--- src/rtl/cirq_pkg.sv ---
// Package of the interrupt request and enable block: register indices, field positions,
// reset values and the state carrier.
// Assumes a 32-bit APB master and event sources that run on the block's own clock.

package cirq_pkg;

	localparam logic [7:0] CIRQ_IDX_MAIN_EN  = 8'h02;
	localparam logic [7:0] CIRQ_IDX_AUX_EN   = 8'h03;
	localparam logic [7:0] CIRQ_IDX_MAIN_REQ = 8'h04;
	localparam logic [7:0] CIRQ_IDX_AUX_REQ  = 8'h05;
	localparam logic [7:0] CIRQ_IDX_STATUS   = 8'h07;
	localparam logic [7:0] CIRQ_IDX_OPTION   = 8'h11;
	localparam int         CIRQ_ADDR_W       = 10;

	localparam logic [7:0] CIRQ_MAIN_EN_RST  = 8'h80;
	localparam logic [7:0] CIRQ_AUX_EN_RST   = 8'h00;
	localparam logic [6:0] CIRQ_MAIN_REQ_RST = 7'h14;
	localparam logic [4:0] CIRQ_AUX_REQ_RST  = 5'h00;
	localparam logic [7:0] CIRQ_AUX_EN_MASK  = 8'h9F;

	localparam int CIRQ_SET_SEL    = 7;
	localparam int CIRQ_DRIVE_SEL  = 7;
	localparam int CIRQ_INVERT     = 7;
	localparam int CIRQ_TX_DONE    = 6;
	localparam int CIRQ_RX_DONE    = 5;
	localparam int CIRQ_CMD_IDLE   = 4;
	localparam int CIRQ_FIFO_HIGH  = 3;
	localparam int CIRQ_FIFO_LOW   = 2;
	localparam int CIRQ_FAULT      = 1;
	localparam int CIRQ_CNT_ZERO   = 0;
	localparam int CIRQ_SEC_EDGE   = 4;
	localparam int CIRQ_MODE_FOUND = 3;
	localparam int CIRQ_CSUM_DONE  = 2;
	localparam int CIRQ_FIELD_ON   = 1;
	localparam int CIRQ_FIELD_OFF  = 0;
	localparam int CIRQ_STAT_IRQ   = 4;
	localparam int CIRQ_STAT_ARMED = 0;

	typedef struct packed {
		logic [7:0]  aux_en;
		logic [7:0]  main_en;
		logic [6:0]  main_req;
		logic [4:0]  aux_req;
		logic        receive_clean_only;
		logic        det_armed;
		logic [2:0]  sec_sync;
		logic        fifo_high_d;
		logic        fifo_low_d;
		logic        field_d;
		logic [31:0] prdata;
		logic        pready;
		logic        pslverr;
		logic        irq_out;
		logic        irq_oe;
	} cirq_state_t;

	typedef struct packed {
		logic tx_last_bit;
		logic rx_valid_end;
		logic fifo_has_data;
		logic cmd_self_end;
		logic cmd_unknown;
		logic fifo_high_status;
		logic fifo_low_status;
		logic error_any;
		logic countdown_zero;
		logic mode_detected;
		logic auto_anticollision_cmd;
		logic rf_reset;
		logic checksum_cmd_active;
		logic checksum_all_done;
		logic field_present;
	} cirq_events_t;

endpackage

--- src/rtl/cirq_core.sv ---
// Interrupt request and enable logic with an APB register slave and the interrupt pin.
// Assumes all events arrive on clk_i; only the secure signal input comes from a pin.
//
// The implementer's own choice: register access over APB.
`timescale 1ns/1ps

module cirq_core
	import cirq_pkg::*;
(
	input  wire logic                   clk_i,
	input  wire logic                   sys_rst_i,
	input  wire logic                   ce_i,
	input  wire logic                   psel_i,
	input  wire logic                   penable_i,
	input  wire logic                   pwrite_i,
	input  wire logic [CIRQ_ADDR_W-1:0] paddr_i,
	input  wire logic [31:0]            pwdata_i,
	output logic      [31:0]            prdata_o,
	output logic                        pready_o,
	output logic                        pslverr_o,
	input  wire cirq_events_t           events_i,
	input  wire logic                   secure_signal_input_i,
	output logic                        irq_o,
	output logic                        irq_oe_o
);

	// ****************************************************************
	// State and next state
	// ****************************************************************
	cirq_state_t st;
	cirq_state_t next_st;

	logic       wr_take;
	logic       rd_setup;
	logic [7:0] idx;
	logic       idx_ok;
	logic [6:0] main_hw;
	logic [4:0] aux_hw;
	logic [6:0] main_set;
	logic [6:0] main_clr;
	logic [4:0] aux_set;
	logic [4:0] aux_clr;
	logic       combined;
	logic       level;
	logic       main_wr;
	logic       aux_wr;
	logic [6:0] main_kept;
	logic [4:0] aux_kept;

	assign idx      = paddr_i[9:2];
	assign idx_ok   = (paddr_i[1:0] == 2'h0) &&
		(idx == CIRQ_IDX_MAIN_EN || idx == CIRQ_IDX_AUX_EN || idx == CIRQ_IDX_MAIN_REQ ||
		 idx == CIRQ_IDX_AUX_REQ || idx == CIRQ_IDX_STATUS || idx == CIRQ_IDX_OPTION);
	// Writes land only at the edge where the access phase sees pready.
	assign wr_take  = psel_i && penable_i && st.pready && pwrite_i;
	assign rd_setup = psel_i && !penable_i;
	assign main_wr   = wr_take && idx_ok && idx == CIRQ_IDX_MAIN_REQ;
	assign aux_wr    = wr_take && idx_ok && idx == CIRQ_IDX_AUX_REQ;
	assign main_kept = st.main_req & ~pwdata_i[6:0];
	assign aux_kept  = st.aux_req & ~pwdata_i[4:0];

	// ****************************************************************
	// Hardware set sources
	// ****************************************************************
	always_comb begin
		main_hw = 7'h00;
		aux_hw  = 5'h00;
		main_hw[CIRQ_TX_DONE]   = events_i.tx_last_bit;
		main_hw[CIRQ_RX_DONE]   = events_i.rx_valid_end &&
			(!st.receive_clean_only || events_i.fifo_has_data);
		// A host-issued idle does not arrive as a self end, so it sets nothing.
		main_hw[CIRQ_CMD_IDLE]  = events_i.cmd_self_end || events_i.cmd_unknown;
		main_hw[CIRQ_FIFO_HIGH] = events_i.fifo_high_status && !st.fifo_high_d;
		main_hw[CIRQ_FIFO_LOW]  = events_i.fifo_low_status && !st.fifo_low_d;
		main_hw[CIRQ_FAULT]     = events_i.error_any;
		main_hw[CIRQ_CNT_ZERO]  = events_i.countdown_zero;
		aux_hw[CIRQ_SEC_EDGE]   = st.sec_sync[1] ^ st.sec_sync[2];
		aux_hw[CIRQ_MODE_FOUND] = events_i.mode_detected && st.det_armed;
		aux_hw[CIRQ_CSUM_DONE]  = events_i.checksum_cmd_active &&
			events_i.checksum_all_done;
		aux_hw[CIRQ_FIELD_ON]   = events_i.field_present && !st.field_d;
		aux_hw[CIRQ_FIELD_OFF]  = !events_i.field_present && st.field_d;
	end

	// ****************************************************************
	// Software set and clear masks
	// ****************************************************************
	always_comb begin
		main_set = 7'h00;
		main_clr = 7'h00;
		aux_set  = 5'h00;
		aux_clr  = 5'h00;
		if (wr_take && idx_ok && idx == CIRQ_IDX_MAIN_REQ) begin
			if (pwdata_i[CIRQ_SET_SEL]) begin
				main_set = pwdata_i[6:0];
			end else begin
				main_clr = pwdata_i[6:0];
			end
		end
		if (wr_take && idx_ok && idx == CIRQ_IDX_AUX_REQ) begin
			if (pwdata_i[CIRQ_SET_SEL]) begin
				aux_set = pwdata_i[4:0];
			end else begin
				aux_clr = pwdata_i[4:0];
			end
		end
	end

	// ****************************************************************
	// Combined status and pin level
	// ****************************************************************
	// The pin follows the registered requests, so it trails a request by one cycle.
	assign combined = |(st.main_req & st.main_en[6:0]) ||
		|(st.aux_req & st.aux_en[4:0]);
	assign level    = combined ^ st.main_en[CIRQ_INVERT];

	// ****************************************************************
	// Next state
	// ****************************************************************
	always_comb begin
		next_st = st;
		// Hardware set wins over a software clear in the same cycle.
		next_st.main_req    = (st.main_req & ~main_clr) | main_set | main_hw;
		next_st.aux_req     = (st.aux_req & ~aux_clr) | aux_set | aux_hw;
		next_st.sec_sync    = {st.sec_sync[1:0], secure_signal_input_i};
		next_st.fifo_high_d = events_i.fifo_high_status;
		next_st.fifo_low_d  = events_i.fifo_low_status;
		next_st.field_d     = events_i.field_present;
		if (events_i.auto_anticollision_cmd || events_i.rf_reset) begin
			next_st.det_armed = 1'b1;
		end else if (events_i.mode_detected) begin
			next_st.det_armed = 1'b0;
		end
		if (st.aux_en[CIRQ_DRIVE_SEL]) begin
			next_st.irq_out = level;
			next_st.irq_oe  = 1'b1;
		end else begin
			// Open drain only ever pulls low; a high level releases the pin.
			next_st.irq_out = 1'b0;
			next_st.irq_oe  = !level;
		end
		if (wr_take && idx_ok) begin
			case (idx)
				CIRQ_IDX_MAIN_EN: next_st.main_en = pwdata_i[7:0];
				CIRQ_IDX_AUX_EN:  next_st.aux_en  = pwdata_i[7:0] & CIRQ_AUX_EN_MASK;
				CIRQ_IDX_OPTION:  next_st.receive_clean_only = pwdata_i[0];
				default:          next_st.aux_en  = next_st.aux_en;
			endcase
		end
		next_st.pready  = rd_setup;
		next_st.pslverr = rd_setup && !idx_ok;
		next_st.prdata  = 32'h0000_0000;
		if (rd_setup && !pwrite_i) begin
			case (idx)
				CIRQ_IDX_MAIN_EN:  next_st.prdata[7:0] = st.main_en;
				CIRQ_IDX_AUX_EN:   next_st.prdata[7:0] = st.aux_en;
				CIRQ_IDX_MAIN_REQ: next_st.prdata[6:0] = st.main_req;
				CIRQ_IDX_AUX_REQ:  next_st.prdata[4:0] = st.aux_req;
				CIRQ_IDX_STATUS: begin
					next_st.prdata[CIRQ_STAT_IRQ]   = combined;
					next_st.prdata[CIRQ_STAT_ARMED] = st.det_armed;
				end
				CIRQ_IDX_OPTION:   next_st.prdata[0] = st.receive_clean_only;
				default:           next_st.prdata = 32'h0000_0000;
			endcase
		end
	end

	always_ff @(posedge clk_i or posedge sys_rst_i) begin
		if (sys_rst_i) begin
			st                    <= '0;
			st.main_en            <= CIRQ_MAIN_EN_RST;
			st.aux_en             <= CIRQ_AUX_EN_RST;
			st.main_req           <= CIRQ_MAIN_REQ_RST;
			st.aux_req            <= CIRQ_AUX_REQ_RST;
		end else if (ce_i) begin
			st <= next_st;
		end
	end

	assign prdata_o  = st.prdata;
	assign pready_o  = st.pready;
	assign pslverr_o = st.pslverr;
	assign irq_o     = st.irq_out;
	assign irq_oe_o  = st.irq_oe;
endmodule // cirq_core

--- config.mk ---
export PLATFORM = sky130hd
export DESIGN_NAME = cirq_core
export DESIGN_NICKNAME = d
export VERILOG_FILES = /design/src/rtl/cirq_pkg.sv /design/src/rtl/cirq_core.sv
export SDC_FILE = /design/constraint.sdc
export NUM_CORES = 1
export LEC_CHECK = 0
export ABC_CLOCK_PERIOD_IN_PS = 2150
export BUFFER_PORTS_ARGS = -buffer_cell sky130_fd_sc_hd__buf_4
export CORE_ASPECT_RATIO = 1.5
export CORE_MARGIN = 10
export CORE_UTILIZATION = 40
export CTS_CLUSTER_SIZE = 30
export DETAILED_ROUTE_END_ITERATION = 8
export HOLD_SLACK_MARGIN = 0.02
export MAX_ROUTING_LAYER = met4
export PLACE_DENSITY = 0.67
export SYNTH_ARGS = -nofsm -noshare
export SYNTH_HDL_FRONTEND = slang
export SYNTH_SLANG_ARGS = --single-unit
--- constraint.sdc ---
create_clock -name clk_i -period 2.15 [get_ports clk_i]
set_clock_uncertainty 0.1 [all_clocks]
set_input_delay 0.43 -clock clk_i [delete_from_list [all_inputs] [get_ports clk_i]]
set_output_delay 0.43 -clock clk_i [all_outputs]
set_load 0.01 [all_outputs]
After elaboration in Yosys (flattened, before gate mapping)
Cells that the tools add are included.
{"block": "totals", "ff_bits": 70, "in_bits": 64, "output_inout_bits": 36, "wordCells": 93}
{"block": "classes", "eq_ne": 6, "mux": 17, "n_bitwise": 12, "reduce_logical": 43}
{"cell": "two-way mux 7 bit", "n": 4}
{"cell": "== test 8 x 3 -> 1 bit, second input constant", "n": 3}
{"cell": "two-way mux 5 bit", "n": 4}
{"cell": "logical AND 1 bit", "n": 17}
{"cell": "== test 8 x 2 -> 1 bit, second input constant", "n": 2}
{"cell": "bitwise AND 7 bit", "n": 2}
{"cell": "bitwise OR 7 bit", "n": 2}
{"cell": "one-hot mux 3 bit (4 select lines)", "n": 1}
{"cell": "bitwise AND 5 bit", "n": 2}
{"cell": "bitwise OR 5 bit", "n": 2}
{"cell": "zero test 1 bit", "n": 9}
{"cell": "logical OR 1 bit", "n": 9}
{"cell": "AND reduction 3 bit", "n": 3}
{"cell": "== test 8 x 5 -> 1 bit, second input constant", "n": 1}
{"cell": "two-way mux 8 bit", "n": 1}
{"cell": "NOT 7 bit", "n": 1}
{"cell": "OR reduction 7 bit", "n": 1}
{"cell": "one-hot mux 1 bit (6 select lines)", "n": 1}
{"cell": "NOT 5 bit", "n": 1}
{"cell": "one-hot mux 1 bit (5 select lines)", "n": 1}
{"cell": "OR reduction 5 bit", "n": 1}
{"cell": "one-hot mux 2 bit (2 select lines)", "n": 1}
{"cell": "zero test 2 bit", "n": 1}
{"cell": "two-way mux 1 bit", "n": 2}
{"cell": "other kinds (5)", "n": 6}

Depth between registers and ports, before layout
Gate-level depths: netlist of run 1.
{"block": "logic_depth", "ltp_word": 14, "ltp_mapped": 6, "depth_no_buf": 4}

Worst setup path before layout of run 1
OpenSTA, ideal clock, no wires.
{"block": "synth_timing", "path_type": "input-to-reg", "startpoint": "input paddr_i[7]", "endpoint": "register st[64] in the netlist's numbering", "setup_time_ns": 0.125, "t_arrival_ns": 1.691, "required_ns": 1.925, "path_slack_ns": 0.235, "path_stages": 4, "n_path_buf": 0, "cell_sequence": "or4_4 > nor3_4 > nand3_2 > mux2_2"}
{"block": "synth_between", "elab_chain_len": 9, "word_cells_on_any_way": 14, "cone_classes": "6 x eq/ne; 8 x reduce/logical"}
{"item": "from (decl)", "line": "cirq_core.sv:16", "rtl": "input wire logic [CIRQ_ADDR_W-1:0] paddr_i,"}
{"item": "== test 8 x 2 -> 1 bit, on equally long branches", "line": "cirq_core.sv:52, cirq_core.sv:143"}
{"item": "logical OR 1 bit (3 in a row)", "line": "cirq_core.sv:52", "rtl": "(idx == CIRQ_IDX_MAIN_EN || idx == CIRQ_IDX_AUX_EN || idx == CIRQ_IDX_MAIN_REQ ||"}
{"item": "logical OR 1 bit (2 in a row)", "line": "cirq_core.sv:53", "rtl": "idx == CIRQ_IDX_AUX_REQ || idx == CIRQ_IDX_STATUS || idx == CIRQ_IDX_OPTION);"}
{"item": "logical AND 1 bit", "line": "cirq_core.sv:51", "rtl": "assign idx_ok = (paddr_i[1:0] == 2'h0) &&"}
{"item": "logical AND 1 bit", "line": "cirq_core.sv:142", "rtl": "if (wr_take && idx_ok) begin"}
{"item": "AND reduction 3 bit (no line) *"}
{"item": "to (signal assigned)", "line": "cirq_core.sv:177", "rtl": "st <= next_st;"}
{"item": "to (decl)", "line": "cirq_core.sv:30", "rtl": "cirq_state_t st;"}
Every way passes the cells marked *; elsewhere a longest branch is shown, timed or not.
A chain may end at the register's enable or synchronous reset.

Final worst setup path of run 1
{"block": "layout_timing", "startpoint": "register st (netlist bit pready_o)", "endpoint": "register st[54] in the netlist's numbering"}
{"block": "layout_between", "elab_chain_len": 9, "word_cells_on_any_way": 10, "cone_classes": "2 x mux; 4 x bitwise; 4 x reduce/logical"}
{"item": "logical AND 1 bit * (2 in a row)", "line": "cirq_core.sv:55", "rtl": "assign wr_take = psel_i && penable_i && st.pready && pwrite_i;"}
{"item": "logical AND 1 bit * (2 in a row)", "line": "cirq_core.sv:93", "rtl": "if (wr_take && idx_ok && idx == CIRQ_IDX_MAIN_REQ) begin"}
{"item": "two-way mux 7 bit", "line": "cirq_core.sv:93"}
{"item": "NOT 7 bit", "line": "cirq_core.sv:123", "rtl": "next_st.main_req = (st.main_req & ~main_clr) | main_set | main_hw;"}
{"item": "bitwise AND 7 bit", "line": "cirq_core.sv:123"}
{"item": "bitwise OR 7 bit * (2 in a row)", "line": "cirq_core.sv:123"}
Marks and branches as above.

==> results of run 1 <==
==> metrics by stage <==
stage	TNS (ps)	cell area (µm²)	power, mW
finish	0	3240	1.72
global route	0	3240	1.79
CTS	0	3240	1.73
detailed placement	-109	3150	1.21
global placement	0	3150	1.20
floorplan	0	2850	1.12
==> cell type report <==
class | count | area (µm²) | share of cell area [%]
clock buffer | 6 | 72.6 | 2.24
sequential | 46 | 1150 | 35.7
inverter | 9 | 33.8 | 1.04
clock inverter | 2 | 15.0 | 0.464
multi-input combinational | 195 | 1370 | 42.3
timing repair buffer | 64 | 493 | 15.2
tap | 78 | 97.6 | 3.02
==> final timing paths <==
kind | from | endpoint | slack [ps]
min in group clk_i | pwdata_i[4] | st[53] | 220
max in group asynchronous | sys_rst_i | st[63] | 1300
hold reg to reg | pslverr_o | pslverr_o | 400
hold / removal | sys_rst_i | st[42] | 40
setup reg to reg | pready_o | st[54] | 270
setup / recovery | pready_o | st[54] | 270
==> cells by family after synthesis <==
kind of cell    synth area share (%)
simple gates                    16.4
mux                             13.0
buf+inv                         11.7
flops                           41.8
other cells                    0.136
compound gates                  16.6
xor+xnor                       0.317
==> worst max-delay path: stages, from the launching register on <==
cell and delay (ps):
sky130_fd_sc_hd__dfrtp_1 390, sky130_fd_sc_hd__nand4_1 120, sky130_fd_sc_hd__or4_1 510, sky130_fd_sc_hd__nor4_4 480
sky130_fd_sc_hd__a311o_1 230
==> layer usage <==
metal,GRT usage (%),up-vias
li1,-,1043
met1,13.9,1097
met2,24.0,77
met3,3.27,14
met4,5.30,0
met5,-,-
==> report_power, final <==
| group | switching, mW | leakage (nW) | internal [mW] |
|---|---|---|---|
| Sequential | 0.0299 | 0.559 | 0.897 |
| Clock | 0.303 | 0.0374 | 0.229 |
| Combinational | 0.149 | 0.893 | 0.117 |
| Total | 0.481 | 1.49 | 1.24 |
==> sequential cells by signal, indices dropped and copies added, names as in the netlist <==
| signal | cells |
|---|---|
| st | 32 |
| irq_oe_o | 1 |
| prdata_o | 8 |
| irq_o | 1 |
| pready_o | 1 |
| pslverr_o | 1 |
| next_st | 2 |
==> synth_stat cells (3+ instances only) <==
master / instances / area share [%]
sky130_fd_sc_hd__a21o_1: 5 / 1.4
sky130_fd_sc_hd__a21oi_1: 9 / 1.6
sky130_fd_sc_hd__a22o_1: 4 / 1.3
sky130_fd_sc_hd__a22oi_1: 8 / 2.2
sky130_fd_sc_hd__a31oi_1: 11 / 2.5
sky130_fd_sc_hd__a41oi_1: 3 / 0.95
sky130_fd_sc_hd__buf_2: 4 / 0.72
sky130_fd_sc_hd__buf_4: 32 / 8.7
sky130_fd_sc_hd__clkbuf_1: 5 / 0.68
sky130_fd_sc_hd__dfrtp_1: 43 / 39
sky130_fd_sc_hd__dfstp_2: 3 / 2.9
sky130_fd_sc_hd__inv_1: 9 / 1.2
sky130_fd_sc_hd__mux2_2: 23 / 9.4
sky130_fd_sc_hd__mux2i_1: 10 / 3.6
sky130_fd_sc_hd__nand2_1: 14 / 1.9
sky130_fd_sc_hd__nand2b_1: 5 / 1.1
sky130_fd_sc_hd__nand3_1: 5 / 0.91
sky130_fd_sc_hd__nor2_1: 17 / 2.3
sky130_fd_sc_hd__nor2b_1: 7 / 1.6
sky130_fd_sc_hd__nor3_1: 3 / 0.54
sky130_fd_sc_hd__nor4_1: 3 / 0.68
sky130_fd_sc_hd__o21ai_0: 5 / 0.91
sky130_fd_sc_hd__o22ai_1: 3 / 0.68
==> out/qor.tcl, run 1 <==
set qor(synthesis.area_um2) 2760
set qor(place_congestion) 0.838
set qor(synth-edff-count) 0
set qor(end_kind) {flop}
set qor(cts_htree_levels) 2
set qor(class_of_the_tightest_hold_or_removal_check) {input port to asynchronous set/reset pin}
set qor(timing_max_transition_violations_final) 0
set qor(number_of_storage_elements_in_the_synthesis_netlist) 46
set qor(cts_buffer_depth) 2
set qor(timing.critical_path.required_ps) 2300
set qor(clock_sinks) 46
set qor(final.hold.worst_slack_ps) 44.7
set qor(routed_wire_length_per_instance_um) 17.8
set qor(seq_area_frac_synth_pct) 41.8
set qor(detail-route-antenna-nets) 0
set qor(post_synth.cell_area_avg_um2) 10.3
set qor(drt_iter0_markers) 141
set qor(fp-row-count) 37
set qor(power-per-cell-area_nw_per_um2) 533
set qor(clock_pin_slew_worst_setup_and_hold_paths_ps) 90
set qor(worst-r2r-cell-count) 4
set qor(viasPerCell) 5.58
set qor(critical_path_arrival_ps) 2030
set qor(nets) 385
set qor(floorplan.initialDensity_pct) 40.6
set qor(fill_cell_count) 659
set qor(tritoncts_clock_tree) {yes}
set qor(finish.utilization_pct) 47.6
set qor(grt.total_usage_pct) 13.6
set qor(setup_violations) 0
set qor(vias) 2231
set qor(worst_slack_ps) 271
set qor(core-area_um2) 6810
set qor(top_layer) {met4}
set qor(floorplan_die_area_um2) 10700
set qor(cts_setup_buffers) 0
set qor(grt_setup_unrepaired) {no}
set qor(grt_start_max_net_pins) 30
set qor(met2RoutedLength_um) 3760
set qor(period_minus_slack_ps) 1880
set qor(holdBufCountCts) 0
set qor(dp_slack_ps) -27.3
set qor(synth_cell_types) 53
set qor(ys.flop_type) {sky130_fd_sc_hd__dfrtp_1}
set qor(drt-total-wl_um) 7120
set qor(final-instance-count-excl-fill) 400
set qor(timing.final.crit_share_pct) 87.4
set qor(wl_met3_um) 533
set qor(dr.pass1.iters) 4
set qor(netlist_instances) 269
set qor(route.detailed.drc) 0
set qor(gr-total-overflow) 0
set qor(clock_latency_ps) 300
set qor(critPathLaunchType) {flop}
set qor(wirelength_met1_um) 2670
set qor(io-pin-count) 100
set qor(area_growth_syn_to_layout_pct) 17.2
set qor(tightestPinTransition_ps) 700
set qor(ir_worst_vdd_uv) 365
set qor(max_slew_margin_pct) 53.0
set qor(yosysWarnings) 0
set qor(final_common_cell) {sky130_fd_sc_hd__buf_4}
set qor(clock_buffers_created_by_tritoncts) 5
set qor(die_w_um) 87.9
set qor(grt_antenna_before_repair) 0
set qor(worstSetupPathType) {flop to flop}
set qor(asyncSetResetFlopFracSynth_pct) 100
set qor(hpwlAfterDp_um) 5770
set qor(max_frequency_mhz) 532
set qor(cts-root-buf) {sky130_fd_sc_hd__clkbuf_8}
set qor(worstPathMaxFanout) 4
set qor(max_cap_violations) 0
set qor(grt_first_pass_wirelength_um) 11200
set qor(post_route_cells_drive_above_1_share_pct) 33.2
set qor(hold_viol) 0
set qor(grt_pass1_vias) 2302
set qor(run_status) {completed}
set qor(io_buffer_count) 51
set qor(power.static_leakage_nw) 1.49
set qor(antennaDiodeCount) 0
set qor(numPlacedInstances) 392
set qor(cts-resized-gates) 0
set qor(die_height_um) 122
set qor(final_cell_mix) {sky130_fd_sc_hd__buf_4 (63), sky130_fd_sc_hd__dfrtp_1 (43), sky130_fd_sc_hd__conb_1 (24)}
Power figures use the tool's default switching activity.
==> run 2, diff against run 1 <==
PLACE_DENSITY = 0.66   (was 0.67)
==> run 2 against run 1 <==
Against the previous run:
- sequential power about the same
- final cell count unchanged
- flip-flop and latch count unchanged
- largest cell class unchanged
- largest power group unchanged
==> out/qor.tcl, run 2 (synthesis gave the netlist of run 1 again) <==
set qor(run_status) {completed}
set qor(place_congestion) 0.806
set qor(worstPathMaxFanout) 4
set qor(worstSetupPathType) {flop to flop}
set qor(detail-route-antenna-nets) 0
set qor(switchingPower_mw) 0.478
set qor(io_buffer_count) 51
set qor(post_route_cells_drive_above_1_share_pct) 33.2
set qor(critical_path_arrival_ps) 2070
set qor(largest-register) {st}
set qor(cts_buffer_depth) 2
set qor(setup-tns-final_ps) 0
set qor(clock_latency_ps) 300
set qor(cts-root-buf) {sky130_fd_sc_hd__clkbuf_8}
set qor(power.static_leakage_nw) 1.50
set qor(grt_first_pass_wirelength_um) 11400
set qor(vias) 2219
set qor(max_frequency_mhz) 519
set qor(share_comb_of_total_power_pct) 14.3
set qor(placed_area_um2) 3140
set qor(floorplan_die_area_um2) 10700
set qor(holdBufCountCts) 0
set qor(core-area_um2) 6810
set qor(max_cap_violations) 0
set qor(cts-resized-gates) 0
set qor(tightestPinTransition_ps) 605
set qor(gr-total-overflow) 0
set qor(dr.pass1.iters) 4
set qor(clock_buffers_created_by_tritoncts) 5
set qor(fp-row-count) 37
set qor(hold_viol) 0
set qor(fill_cell_count) 651
set qor(critPathLaunchType) {flop}
set qor(power-per-cell-area_nw_per_um2) 566
set qor(nets) 385
set qor(clock_pin_slew_worst_setup_and_hold_paths_ps) 90
set qor(multi_input_area_um2) 1370
set qor(cts_setup_buffers) 0
set qor(grt_setup_unrepaired) {no}
set qor(setup_violations) 0
set qor(drt-total-wl_um) 7170
set qor(routed_wire_length_per_instance_um) 17.9
set qor(die_w_um) 87.9
set qor(largest_reg_flops) 32
set qor(period_minus_slack_ps) 1930
set qor(die_height_um) 122
set qor(grt_antenna_before_repair) 0
set qor(power.clock.fraction_pct) 35.2
set qor(ir_worst_vdd_uv) 353
set qor(timing.final.crit_share_pct) 89.7
set qor(drt_iter0_markers) 133
set qor(viasPerCell) 5.55
set qor(end_kind) {flop}
set qor(hpwlAfterDp_um) 5610
set qor(area_growth_syn_to_layout_pct) 17.4
set qor(route.detailed.drc) 0
set qor(power.sequential.fraction_pct) 50.5
set qor(timing.critical_path.required_ps) 2290
set qor(grt_start_max_net_pins) 47
set qor(post-route-cell-area_um2) 3240
set qor(grt.total_usage_pct) 13.8
set qor(grt_pass1_vias) 2280
set qor(final_cell_mix) {sky130_fd_sc_hd__buf_4 (64), sky130_fd_sc_hd__dfrtp_1 (43), sky130_fd_sc_hd__conb_1 (24)}
set qor(class_of_the_tightest_hold_or_removal_check) {input port to asynchronous set/reset pin}
set qor(max_slew_margin_pct) 59.7
set qor(final_common_cell) {sky130_fd_sc_hd__buf_4}
set qor(power_report.internal_total_mw) 1.36
set qor(switching_share_pct) 26.0
set qor(timing_max_transition_violations_final) 0
set qor(cts_htree_levels) 2
set qor(io-pin-count) 100
set qor(floorplan.initialDensity_pct) 40.6
set qor(clock_sinks) 46
set qor(tritoncts_clock_tree) {yes}
set qor(antennaDiodeCount) 0
set qor(ff_latch_area_um2) 1150
==> run 2: power by group through the flow <==
| stage | clock network [mW] | registers (mW) | logic, mW |
|---|---|---|---|
| 2_1_floorplan | 0 | 0.935 | 0.181 |
| 3_3_place_gp | 0 | 0.944 | 0.256 |
| 3_5_place_dp | 0 | 0.945 | 0.262 |
| 4_1_cts | 0.660 | 0.928 | 0.262 |
| 5_1_grt | 0.696 | 0.933 | 0.292 |
| 6_report | 0.646 | 0.928 | 0.262 |
==> run 2: per-layer routing <==
metal / GRT usage (%) / vias up / share of wire [%]
li1: - / 1046 / -
met1: 14.6 / 1090 / 39
met2: 24.3 / 71 / 53
met3: 3.07 / 12 / 6.2
met4: 4.90 / 0 / 2.1
met5: - / - / 0
==> run 2: final timing paths <==
check	startpoint	endpoint	slack [ps]	cells after the start
max	pready_o	st[54]	220	4
min	sys_rst_i	st[55]	180	3
max reg2reg	pready_o	st[54]	220	4
min reg2reg	pslverr_o	pslverr_o	400	1
max in group asynchronous	sys_rst_i	st[44]	1360	3
min in group clk_i	pwdata_i[2]	st[51]	220	2
==> run 2: through the flow <==
stage	setup WS [ps]	hold slack (ps)	power (mW)	std cells	util, %
2_1_floorplan	235	360	1.12	292	-
3_3_place_gp	-12.5	378	1.20	392	46.1
3_5_place_dp	-44.4	383	1.21	392	46.1
4_1_cts	225	201	1.85	400	47.7
5_1_grt	77.7	215	1.92	400	47.7
6_report	222	181	1.84	400	47.7
==> run 2: critical path, cell delays in order, from the launching register on <==
cell	delay (ps)
sky130_fd_sc_hd__dfrtp_1	390
sky130_fd_sc_hd__nand4_1	170
sky130_fd_sc_hd__or4_1	520
sky130_fd_sc_hd__nor4_4	470
sky130_fd_sc_hd__a311o_1	230
==> run 2: cell type report <==
| cell class | count | area share [%] |
|---|---|---|
| Clock inverter | 1 | 0.926 |
| Tap cell | 78 | 3.01 |
| Timing Repair Buffer | 64 | 14.8 |
| Multi-Input combinational cell | 195 | 42.2 |
| Sequential cell | 46 | 35.6 |
| Clock buffer | 7 | 2.35 |
| Inverter | 9 | 1.04 |
==> run 3, diff against run 2 <==
CORE_ASPECT_RATIO = 1.1   (was 1.5)
RECOVER_POWER = 100   (was unset)
==> run 3 against run 2 <==
Against the previous run:
- first-iteration DRC count down 20%
- routed wire length is 2.5% lower
- final area decreased by 1.5%
- critical path depth up 1
- count of clock-buffer cells in the layout decreased by 2
- core utilization increased by 0.24 points
- combinational power fell by 3%
- power grew 1.3%
- global-route usage is 0.36 points lower
- sequential power hardly changed
- via count fell by 1.8%
- die area down 0.61%
==> out/qor.tcl, run 3 (synthesis gave the netlist of run 1 again) <==
set qor(run_status) {completed}
set qor(drt_iter0_markers) 106
set qor(grt_pass1_vias) 2246
set qor(final.hold.worst_slack_ps) 197
set qor(max_frequency_mhz) 521
set qor(cts_setup_buffers) 0
set qor(cts-resized-gates) 0
set qor(antennaDiodeCount) 0
set qor(final_cell_mix) {sky130_fd_sc_hd__buf_4 (48), sky130_fd_sc_hd__dfrtp_1 (43), sky130_fd_sc_hd__conb_1 (24)}
set qor(viasPerCell) 5.36
set qor(hpwlAfterDp_um) 5480
set qor(top_layer) {met4}
set qor(clock_sinks) 46
set qor(ir_worst_vdd_uv) 375
set qor(gr-total-overflow) 0
set qor(largest-register) {st}
set qor(largest_reg_flops) 32
set qor(grt_setup_unrepaired) {no}
set qor(hold_depth) 2
set qor(wirelength_met1_um) 3270
set qor(class_of_the_tightest_hold_or_removal_check) {input port to flop}
set qor(timing.critical_path.required_ps) 2250
set qor(fill_cell_count) 664
set qor(die_height_um) 107
set qor(io_buffer_count) 51
set qor(critPathLaunchType) {input port}
set qor(worstSetupPathType) {input port to flop}
set qor(post-layout-total-power_mw) 1.86
set qor(timing.final.crit_share_pct) 89.3
set qor(holdBufCountCts) 0
set qor(routed_wire_length_per_instance_um) 17.2
set qor(timing.critical_path.slowest_cell_delay_ps) 590
set qor(drt-total-wl_um) 7000
set qor(place_congestion) 0.870
set qor(floorplan_die_area_um2) 10600
set qor(grt_first_pass_wirelength_um) 11400
set qor(floorplan.initialDensity_pct) 41.4
set qor(grt_antenna_before_repair) 0
set qor(reg2reg_setup_slack_ps) 290
set qor(critical_path.cell_chain) {clkbuf_1, or4_4, nor3_4, nand3_1, mux2_2}
set qor(route.detailed.drc) 0
set qor(setup_violations) 0
set qor(tightestPinTransition_ps) 1150
set qor(cts_buffer_depth) 2
set qor(timing_max_transition_violations_final) 0
set qor(worstPathMaxFanout) 6
set qor(core-area_um2) 6670
set qor(wl_met3_um) 426
set qor(fp-row-count) 31
set qor(setup-tns-final_ps) 0
set qor(grt_start_max_net_pins) 47
set qor(vias) 2180
set qor(worst_min_path_start) {pwdata_i[4]}
set qor(met2RoutedLength_um) 3240
set qor(max_slew_margin_pct) 23.5
set qor(grt.total_usage_pct) 13.4
set qor(worst_slack_ps) 230
set qor(tritoncts_clock_tree) {yes}
set qor(io-pin-count) 100
set qor(clock_pin_slew_worst_setup_and_hold_paths_ps) 100
set qor(dp_slack_ps) -40.9
set qor(critPathSlowestCell) {sky130_fd_sc_hd__or4_4}
set qor(worst-r2r-cell-count) 5
set qor(period_minus_slack_ps) 1920
set qor(critical_path_arrival_ps) 2020
set qor(area_growth_syn_to_layout_pct) 15.7
set qor(clock_buffers_created_by_tritoncts) 5
set qor(hold_viol) 0
set qor(post_route_cells_drive_above_1_share_pct) 28.6
set qor(dr.pass1.iters) 5
set qor(r2r-end) {st[64]}
set qor(final_common_cell) {sky130_fd_sc_hd__buf_4}
set qor(detail-route-antenna-nets) 0
set qor(cts_htree_levels) 2
set qor(holdPathEnd) {st[53]}
set qor(max_cap_violations) 0
set qor(nets) 388
set qor(worst_r2r_startpoint) {pready_o}
set qor(clock_latency_ps) 310
set qor(power-per-cell-area_nw_per_um2) 582
set qor(end_kind) {flop}
set qor(power.static_leakage_nw) 1.46
set qor(die_w_um) 99.2
set qor(cts-root-buf) {sky130_fd_sc_hd__clkbuf_8}
## run 3: cell types whose count changed in the layout (fill, tap and decap cells not counted)
cell,previous run,this run
sky130_fd_sc_hd__clkbuf_2,0,2
sky130_fd_sc_hd__clkbuf_1,2,16
sky130_fd_sc_hd__nor4_4,2,1
sky130_fd_sc_hd__nand3_2,1,0
sky130_fd_sc_hd__buf_4,64,48
sky130_fd_sc_hd__nand3_1,5,6
sky130_fd_sc_hd__inv_6,0,2
sky130_fd_sc_hd__inv_1,8,9
sky130_fd_sc_hd__clkbuf_4,0,1
sky130_fd_sc_hd__and2_0,0,1
sky130_fd_sc_hd__inv_2,1,0
sky130_fd_sc_hd__and2_1,1,0
sky130_fd_sc_hd__nor4_1,3,4
## run 3: power by group
group          switching, mW  internal (mW)  leakage [nW]
Combinational          0.144          0.109         0.839
Sequential            0.0310          0.897         0.559
Clock                  0.324          0.355        0.0591
## run 3: how the worst max path moves through the flow
stage | cells after the start | slack (ps) | from | endpoint
after floorplan | 4 | 230 | paddr_i[7] | st[64]
after detailed placement | 5 | -40 | paddr_i[7] | st[64]
after global placement | 5 | -20 | paddr_i[7] | st[64]
final | 5 | 230 | paddr_i[7] | st[64]
after CTS | 4 | 280 | pready_o | st[54]
after global routing | 5 | 140 | paddr_i[7] | st[54]
## run 3: area by class of cell
type | instances | area (µm²) | share of cell area, %
inverters | 9 | 33.8 | 1.06
clock inverters | 3 | 47.5 | 1.49
repair buffers | 67 | 438 | 13.7
flip-flops and latches | 46 | 1150 | 36.1
well taps | 82 | 103 | 3.21
multi-input cells | 195 | 1350 | 42.2
clock buffers | 5 | 68.8 | 2.15
## run 3: metal layers
| metal | vias to the layer above | track usage (%) |
|---|---|---|
| met4 | 0 | 3.07 |
| met5 | - | - |
| met2 | 64 | 20.6 |
| met3 | 7 | 3.98 |
| met1 | 1059 | 17.1 |
| li1 | 1050 | - |
## run 3: through the flow
| stage | util, % | area, µm² | instances |
|---|---|---|---|
| finish | 47.9 | 3200 | 407 |
| global route | 47.9 | 3200 | 407 |
| CTS | 49.2 | 3280 | 407 |
| detailed placement | 47.4 | 3160 | 399 |
| global placement | 47.4 | 3160 | 399 |
| floorplan | - | 2850 | 292 |
## run 3: worst max-delay path: cells and delay by family
| kind | cells | cell delay [ps] |
|---|---|---|
| and+or+nand+nor | 3 | 1130 |
| buffers and inverters | 1 | 90 |
| muxes | 1 | 370 |
